## config.mk

```make
export PLATFORM = sky130hd
export DESIGN_NAME = aoi_cmd
export DESIGN_NICKNAME = d
export VERILOG_FILES = /design/src/common/aoi_pkg.sv /design/src/rtl/aoi_cmd.sv
export SDC_FILE = /design/constraint.sdc
export NUM_CORES = 1
export LEC_CHECK = 0
export BUFFER_PORTS_ARGS = -buffer_cell sky130_fd_sc_hd__buf_2
export CAP_MARGIN = 20
export CORE_MARGIN = 2
export CORE_UTILIZATION = 48
export CTS_CLUSTER_DIAMETER = 50
export DETAILED_ROUTE_END_ITERATION = 8
export PLACE_DENSITY = 0.76
export SLEW_MARGIN = 10
export SYNTH_ARGS = -nofsm -noshare
export SYNTH_HDL_FRONTEND = slang
export SYNTH_SLANG_ARGS = --single-unit
```

## constraint.sdc

```tcl
create_clock -name sys_clk -period 4.64 [get_ports sys_clk]
set_input_delay 0.696 -clock sys_clk [delete_from_list [all_inputs] [get_ports sys_clk]]
set_output_delay 0.696 -clock sys_clk [all_outputs]
set_load 0.02 [all_outputs]
```

## src/common/aoi_pkg.sv

```systemverilog
// package of constants for the area-of-interest width and starting line commands
// assumes frames arrive already parsed by the framing layer, one command per handshake
package aoi_pkg;

   // ------------------------------------------------------------
   // command codes and frame fields
   // ------------------------------------------------------------
   localparam logic [7:0] AOI_CODE_WIDTH = 8'hab; // region width in columns
   localparam logic [7:0] AOI_CODE_LINE = 8'ha8; // region starting line
   localparam logic AOI_FLAG_READ = 1'b1;
   localparam logic AOI_FLAG_WRITE = 1'b0;
   localparam logic [7:0] AOI_VALUE_LEN = 8'h02; // every frame here carries two value bytes

   // ------------------------------------------------------------
   // value ranges, offsets and reset values
   // ------------------------------------------------------------
   localparam logic [15:0] AOI_WIDTH_MIN = 16'h0001;
   localparam logic [15:0] AOI_WIDTH_MAX = 16'h0570;
   localparam logic [15:0] AOI_LINE_MIN = 16'h0000;
   localparam logic [15:0] AOI_LINE_MAX = 16'h040f;
   localparam logic [15:0] AOI_LINE_OFFSET = 16'h0001; // sensor line = programmed value + 1
   localparam logic [15:0] AOI_WIDTH_RST = 16'h0570; // full width out of reset
   localparam logic [15:0] AOI_LINE_RST = 16'h0000; // first sensor line out of reset

   // ------------------------------------------------------------
   // control states, one-hot
   // ------------------------------------------------------------
   typedef enum logic [1:0] {
      AOI_ST_IDLE = 2'b01,
      AOI_ST_REPLY = 2'b10
   } aoi_state_type;

endpackage : aoi_pkg

```

## src/rtl/aoi_cmd.sv

```systemverilog
// command interpreter for the area-of-interest width and starting line settings
// assumes a framing layer that hands over whole parsed frames and takes replies
// with a valid/ready handshake, all on sys_clk

// Notes on behaviour
// - a width read (code 0xab, flag 1, length 2, no data) is answered with code 0xab, flag 0, length 2 and two bytes.
// - a width write (code 0xab, flag 0, length 2, two bytes) is carried out and gets no reply.
// - the width value travels low byte first and high byte second, in writes and in replies.
// - width values from 1 through 1392 columns are accepted.
// - the starting line uses code 0xa8 with the same read, reply and silent write frame shapes.
// - the starting line value travels low byte first and high byte second in both directions.
// - starting line values from 0 through 1039 are accepted.
// - a programmed starting line n places the region at sensor line n plus 1.
module aoi_cmd #(
   parameter logic [15:0] WIDTH_MAX = aoi_pkg::AOI_WIDTH_MAX,
   parameter logic [15:0] LINE_MAX = aoi_pkg::AOI_LINE_MAX
) (
   input wire logic sys_clk,
   input wire logic rst_b,
   input wire logic cmd_valid,
   output logic cmd_ready,
   input wire logic [7:0] command_code,
   input wire logic cmd_rw_flag,
   input wire logic [7:0] cmd_length,
   input wire logic [7:0] cmd_byte1,
   input wire logic [7:0] cmd_byte2,
   output logic rsp_valid,
   input wire logic rsp_ready,
   output logic [7:0] rsp_code,
   output logic rsp_rw_flag,
   output logic [7:0] rsp_length,
   output logic [7:0] rsp_byte1,
   output logic [7:0] rsp_byte2,
   output logic cmd_done,
   output logic cmd_reject,
   output logic [15:0] aoi_width,
   output logic [15:0] aoi_line_setting,
   output logic [15:0] aoi_first_line
);
   import aoi_pkg::*;

   // ------------------------------------------------------------
   // elaboration checks
   // ------------------------------------------------------------
   if (WIDTH_MAX < AOI_WIDTH_MIN || WIDTH_MAX < AOI_WIDTH_RST) begin : g_bad_width
      $error("WIDTH_MAX below the minimum or the reset width");
   end
   if (LINE_MAX == 16'hffff) begin : g_bad_line
      $error("LINE_MAX leaves no room for the line offset");
   end

   // ------------------------------------------------------------
   // state
   // ------------------------------------------------------------
   typedef struct packed {
      aoi_state_type state;
      logic [15:0] width;
      logic [15:0] line;
      logic [15:0] first_line;
      logic [7:0] rsp_code;
      logic [7:0] rsp_b1;
      logic [7:0] rsp_b2;
      logic done;
      logic reject;
   } aoi_regs_type;

   aoi_regs_type r_q;
   aoi_regs_type r_d;

   logic cmd_fire;
   logic frame_ok;
   logic is_width;
   logic is_line;
   logic is_read;
   logic [15:0] wr_value;
   logic width_in_range;
   logic line_in_range;

   // range test shared by both settings
   function automatic logic in_range(input logic [15:0] v, input logic [15:0] lo, input logic [15:0] hi);
      in_range = (v >= lo) && (v <= hi);
   endfunction : in_range

   // ------------------------------------------------------------
   // request decode
   // ------------------------------------------------------------
   assign cmd_ready = r_q.state == AOI_ST_IDLE; // one reply outstanding at most
   assign cmd_fire = cmd_valid && cmd_ready;
   assign is_width = command_code == AOI_CODE_WIDTH;
   assign is_line = command_code == AOI_CODE_LINE;
   assign is_read = cmd_rw_flag == AOI_FLAG_READ;
   assign frame_ok = (is_width || is_line) && cmd_length == AOI_VALUE_LEN;
   assign wr_value = {cmd_byte2, cmd_byte1};
   assign width_in_range = in_range(wr_value, AOI_WIDTH_MIN, WIDTH_MAX);
   assign line_in_range = in_range(wr_value, AOI_LINE_MIN, LINE_MAX);

   // ------------------------------------------------------------
   // next state
   // ------------------------------------------------------------
   always_comb begin
      r_d = r_q;
      r_d.done = 1'b0;
      r_d.reject = 1'b0;
      r_d.first_line = 16'(r_q.line + AOI_LINE_OFFSET);
      unique case (r_q.state)
         AOI_ST_IDLE: begin
            if (cmd_fire) begin
               if (!frame_ok) begin
                  r_d.reject = 1'b1;
               end else if (is_read) begin
                  // load reply, low byte first
                  r_d.state = AOI_ST_REPLY;
                  r_d.rsp_code = command_code;
                  r_d.rsp_b1 = is_width ? r_q.width[7:0] : r_q.line[7:0];
                  r_d.rsp_b2 = is_width ? r_q.width[15:8] : r_q.line[15:8];
                  r_d.done = 1'b1;
               end else if (is_width && width_in_range) begin
                  r_d.width = wr_value;
                  r_d.done = 1'b1;
               end else if (is_line && line_in_range) begin
                  r_d.line = wr_value;
                  r_d.done = 1'b1;
               end else begin
                  r_d.reject = 1'b1;
               end
            end
         end
         AOI_ST_REPLY: begin
            if (rsp_ready) begin
               r_d.state = AOI_ST_IDLE;
            end
         end
         default: begin
            r_d.state = AOI_ST_IDLE;
         end
      endcase
   end

   // state register, synchronous reset
   always_ff @(posedge sys_clk) begin
      if (!rst_b) begin
         r_q <= '{state: AOI_ST_IDLE, width: AOI_WIDTH_RST, line: AOI_LINE_RST,
                  first_line: 16'(AOI_LINE_RST + AOI_LINE_OFFSET), rsp_code: 8'h00,
                  rsp_b1: 8'h00, rsp_b2: 8'h00, done: 1'b0, reject: 1'b0};
      end else begin
         r_q <= r_d;
      end
   end

   // ------------------------------------------------------------
   // outputs
   // ------------------------------------------------------------
   assign rsp_valid = r_q.state == AOI_ST_REPLY;
   assign rsp_code = r_q.rsp_code;
   assign rsp_rw_flag = AOI_FLAG_WRITE; // replies carry flag 0
   assign rsp_length = AOI_VALUE_LEN;
   assign rsp_byte1 = r_q.rsp_b1;
   assign rsp_byte2 = r_q.rsp_b2;
   assign cmd_done = r_q.done;
   assign cmd_reject = r_q.reject;
   assign aoi_width = r_q.width;
   assign aoi_line_setting = r_q.line;
   assign aoi_first_line = r_q.first_line;
endmodule : aoi_cmd

```

# == Yosys cells after proc, flatten, opt, wreduce, memory -nomap -nowiden ==
# Cells that the tools add are included.
# op_classes
n_eq_ne,9
n_addsub,1
muxes,18
n_bitwise,2
n_lt_le_gt_ge,4
n_reduce_logical,13
# op_table
cell,n
two-way mux 34 bit,2
two-way mux 16 bit,3
>= comparator 16 x 1 -> 1 bit (second input constant),2
<= comparator 16 x 11 -> 1 bit (second input constant),2
two-way mux 32 bit,1
adder 16 x 1 -> 16 bit (second input constant),1
== test 8 bit (second input constant),2
two-way mux 8 bit,2
AND reduction 4 bit,3
== test 8 x 2 -> 1 bit (second input constant),1
!= test 2 x 1 -> 1 bit (second input constant),4
two-way mux 1 bit,7
logical AND 1 bit,6
AND reduction 6 bit,1
AND reduction 5 bit,1
two-way mux 2 bit,2
one-hot mux 2 bit (2 select lines),1
AND reduction 3 bit,1
== test 2 x 1 -> 1 bit (second input constant),1
== test 2 bit (second input constant),1
NOT 1 bit,2
logical OR 1 bit,1
# totals
input_bits,37
out_inout_bits,85
register_bits,76

# == Longest topological paths before layout ==
# depth
word_depth,9
ltp_mapped,7
ltp_nobuf,5

# == Worst setup path before layout ==
# No wires, ideal clock.
# synth_path
path_kind,input to register
startpoint,input port command_code[4]
endpoint,"register r_q, in the netlist aoi_width[4]"
n_path_buf,2
slack_ns,2.404
required_time_ns,4.515
setup_time_ns,0.125
cell_stages,7
t_arrival_ns,2.111
cell_sequence,nand4bb_4 nand3b_1 or4_1 buf_2 buf_6 o31ai_2 nand3_1
# synth_via
elab_chain_cells,4
elab_cells_between_ends,6
cone_classes,eq/ne: 2; reduce/logical: 4
# synth_lines
element,line,rtl
start: declaration,aoi_cmd.sv:22,"input wire logic [7:0] command_code,"
== test 8 bit (on tied branches),"aoi_cmd.sv:89, aoi_cmd.sv:90",
logical OR 1 bit,aoi_cmd.sv:92,assign frame_ok = (is_width || is_line) && cmd_length == AOI_VALUE_LEN;
logical AND 1 bit,aoi_cmd.sv:92,
AND reduction 5 bit (no line) (*),-,
end signal: assignment,aoi_cmd.sv:142,"r_q <= '{state: AOI_ST_IDLE, width: AOI_WIDTH_RST, line: AOI_LINE_RST,"
end signal: assignment,aoi_cmd.sv:146,r_q <= r_d;
end: declaration,aoi_cmd.sv:67,aoi_regs_type r_q;
# Mark *: on every way between the ends. The rest lies on a longest branch, timed or not.
# A chain may end at the register's enable or synchronous reset.

# == Worst setup path after layout ==
# layout_path
startpoint,input port command_code[4]
endpoint,"register r_q, in the netlist aoi_width[15]"
# Same word-level chain as after synthesis.

==> results.tsv <==
stage	metric	value	unit
status	outcome	finished, final reports clean	
run	maxCapViolations	0	
floorplanning	die_w	93.71	um
detailed_routing	dr.pass1.iters	4	
hold_path	whs_endpoint	rsp_code[7]$_SDFFE_PN0P_	
place	placed_area	3901	sq um
final_layout	final_layout_size_suffix_gt1_share	33.04	%
grt	grt_util_all_layers	19.74	%
clocking	clock-sinks	76	
sta	finalClockSkew	0.008068	ns
grt	grt_pass1_wl	13530	um
sta	finalWorstSetupSlack	2.220	ns
final_layout	utilization	53.64	%
clocking	ctsResizeCount	0	
synth	synth_ff_type	dfxtp_1	
final_layout	syn_to_final_growth	7.872	%
synth	muxShareOfSynthArea	5.960	%
place	place_ws	1.910	ns
sta	finalHoldViolations	0	
sta	slew_headroom	43.20	%
sta	setup_violations	0	
synth	yosys_warnings	0	
detailed_routing	routed_wl	8563	um
grt	antenna_found_initial	0	
floorplanning	io_pins	122	
sta	final_max_slew_viol_count	0	
setup_path	cp.required	4.88	ns
place	numPortBuffers	112	
hold_path	hold_class	register to register	
hold_path	hold_depth	2	
grt	overflow	0	
sta	min_period	2.420	ns
synth	synth_top_family_by_area	simple AND/OR/NAND/NOR gates	
synth	synth_top_cell_area_share	39.39	%
clocking	ctsHoldBuffers	0	
setup_path	critPathArrivalTime	2.66	ns
setup_path	start_kind	primary input	
grt	grt_pass1_vias	2797	
detailed_routing	vias	2966	
synth	synth-edff-count	0	
final_layout	final_cell_area	4167	sq um
final_layout	diodes	0	
synth	synthCells	424	
clocking	cts_made_buffers	9	
power	power.density	330.1	nW/um^2
final_layout	final_cell_mix	112 x buf_2, 76 x dfxtp_1, 38 x nor2_1	
floorplanning	core_area	7767	sq um
clocking	clk_pin_slew	0.07	ns
floorplanning	die_h	93.71	um
sta	setup-tns-final	0	ns
clocking	root_buffer	clkbuf_8	
setup_path	endpoint_kind	register	
synth	netlist_area	3862	sq um
synth	synth_fa_ha_area_share	0.3239	%
setup_path	reg2reg_setup_slack	2.51	ns
power	ir_drop	0.1838	mV
detailed_routing	wl_per_cell	15.24	um
final_layout	nets	493	
sta	whs	0.4668	ns
detailed_routing	drtIter0Drc	123	
sta	rsz0062_at_grt	no	
setup_path	rr_endpoint	aoi_width[15]$_SDFFE_PN0P_	
clocking	clkLatencyLatePin	0.35	ns
sta	worst_pin_slew	0.8457	ns
setup_path	cp-startpoint	command_code[4]	
setup_path	r2r_start	r_q[75]$_SDFFE_PN0P_	
setup_path	criticalPathCategory	primary input to register	
setup_path	critical-path-slowest-cell	nor4_4	
synth	synthArstFlopShare	0	%
floorplanning	initial_core_util	49.73	%
hold_path	hp-start	rsp_code[7]$_SDFFE_PN0P_	
synth	synth_compound_area_share	9.815	%
synth	ys_seq_area_share	39.39	%
setup_path	cp_max_fo	17	
place	gp_congestion	0.9109	
sta	finalCritPeriodShare	52.16	%
setup_path	r2r_cells	5	
synth	yosysTopAreaCell	dfxtp_1	
clocking	htree_levels	3	
place	hpwlAfterDp	6402	um
detailed_routing	routed_via_density	5.278	
setup_path	slowest_delay	0.70	ns
synth	yosys.area_share.simple	22.55	%
setup_path	crit_chain	buf_2 -> nand4bb_4 -> nand3b_1 -> nor4_4 -> nand3_1 -> and3_1	
clocking	cts_tree	done	
synth	synth_xor_area_share	2.948	%
synth	ys_ff_latch	76	
clocking	clockBufferDepth	2	
floorplanning	rows	32	
power	leakage	1.721	nW
clocking	post-cts-setup-buffers	0	
synth	avgSynthCellArea	9.110	sq um
grt	grt_max_degree	43	
synth	yosys-top-cells-area	dfxtp_1 39%, buf_4 16%, mux2i_1 6.0%, nor2_1 3.7%, a211oi_1 3.1%	
synth	synth_cell_types	51	
sta	fmax	413.2	MHz
floorplanning	dieArea	8781	sq um
detailed_routing	drc_errors	0	
detailed_routing	ant_nets	0	
final_layout	final_common_cell	buf_2	
-- how the worst max path moves through the flow --
stage / endpoint
2_1_floorplan: aoi_width[4]$_SDFFE_PN1P_
3_3_place_gp: aoi_width[12]$_SDFFE_PN0P_
3_5_place_dp: aoi_line_setting[14]$_SDFFE_PN0P_
4_1_cts: aoi_width[15]$_SDFFE_PN0P_
5_1_grt: aoi_width[13]$_SDFFE_PN0P_
6_report: aoi_width[15]$_SDFFE_PN0P_
-- registers in the layout, indices dropped and copies added (netlist names) --
signal            count
rsp_code              8
cmd_reject            1
cmd_done              1
rsp_byte2             8
aoi_first_line       16
aoi_line_setting     16
r_q                   2
aoi_width            16
rsp_byte1             8
-- worst max-delay path: cells and delay by family --
| kind | cells | cell delay (ns) |
|---|---|---|
| and+or+nand+nor | 5 | 1.86 |
| buffers and inverters | 1 | 0.10 |
-- cells in the mapped netlist, types with 2 or more instances --
library cell  number
buf_2              8
nor4_2             2
a21oi_1           14
dfxtp_1           76
o31ai_2            5
conb_1             2
clkbuf_1          10
nor2b_1            5
nor4_1             4
nand2_2            2
nor4b_2            2
o21ai_1            6
nor3_1             2
nor3b_1            3
mux2i_1           23
inv_1              4
nor2_1            38
a211oi_1          16
and3_1            14
xnor2_1            5
nand2b_1           3
nand3_1           23
or3_1              2
buf_6              2
or4_4              2
and4_1             3
nand2_1           21
o21ai_0            8
nand4_1           10
buf_4             81
xor2_1             8
-- layer usage --
metal | vias up | GRT usage (%) | routed length (um)
met1 | 1385 | 24.07 | 3618
met4 | 0 | 10.27 | 203
met5 | - | 0 | 0
li1 | 1444 | - | -
met2 | 115 | 32.86 | 4178
met3 | 22 | 3.933 | 562
-- metrics by stage --
step / cells / total power, mW
finish: 562 / 1.375
global route: 562 / 1.417
CTS: 562 / 1.381
detailed placement: 546 / 0.7278
global placement: 546 / 0.7262
floorplan: 431 / 0.7035
-- cell families (layout without fill, tap and decap cells) --
logic type | Yosys count | count (layout)
compound gates | 55 | 55
simple gates | 148 | 148
buf+inv | 106 | 135
flops | 76 | 76
mux | 23 | 23
other cells | 2 | 9
fa+ha+maj | 1 | 1
xor+xnor | 13 | 13
-- area by class of cell --
cell class                      instances  area (sq um)
Multi-Input combinational cell        249          1654
Fill cell                             742          3601
Inverter                                4         15.01
Clock buffer                           12         145.1
Tap cell                              102         127.6
Sequential cell                        76          1521
Clock inverter                          4         120.1
Timing Repair Buffer                  115         583.1
-- report_power, final --
| group | internal, mW | switching [mW] |
|---|---|---|
| Clock | 0.427 | 0.235 |
| Sequential | 0.652 | 0.000130 |
| Combinational | 0.0201 | 0.0412 |
No activity file was read; power rests on OpenSTA's default activity.
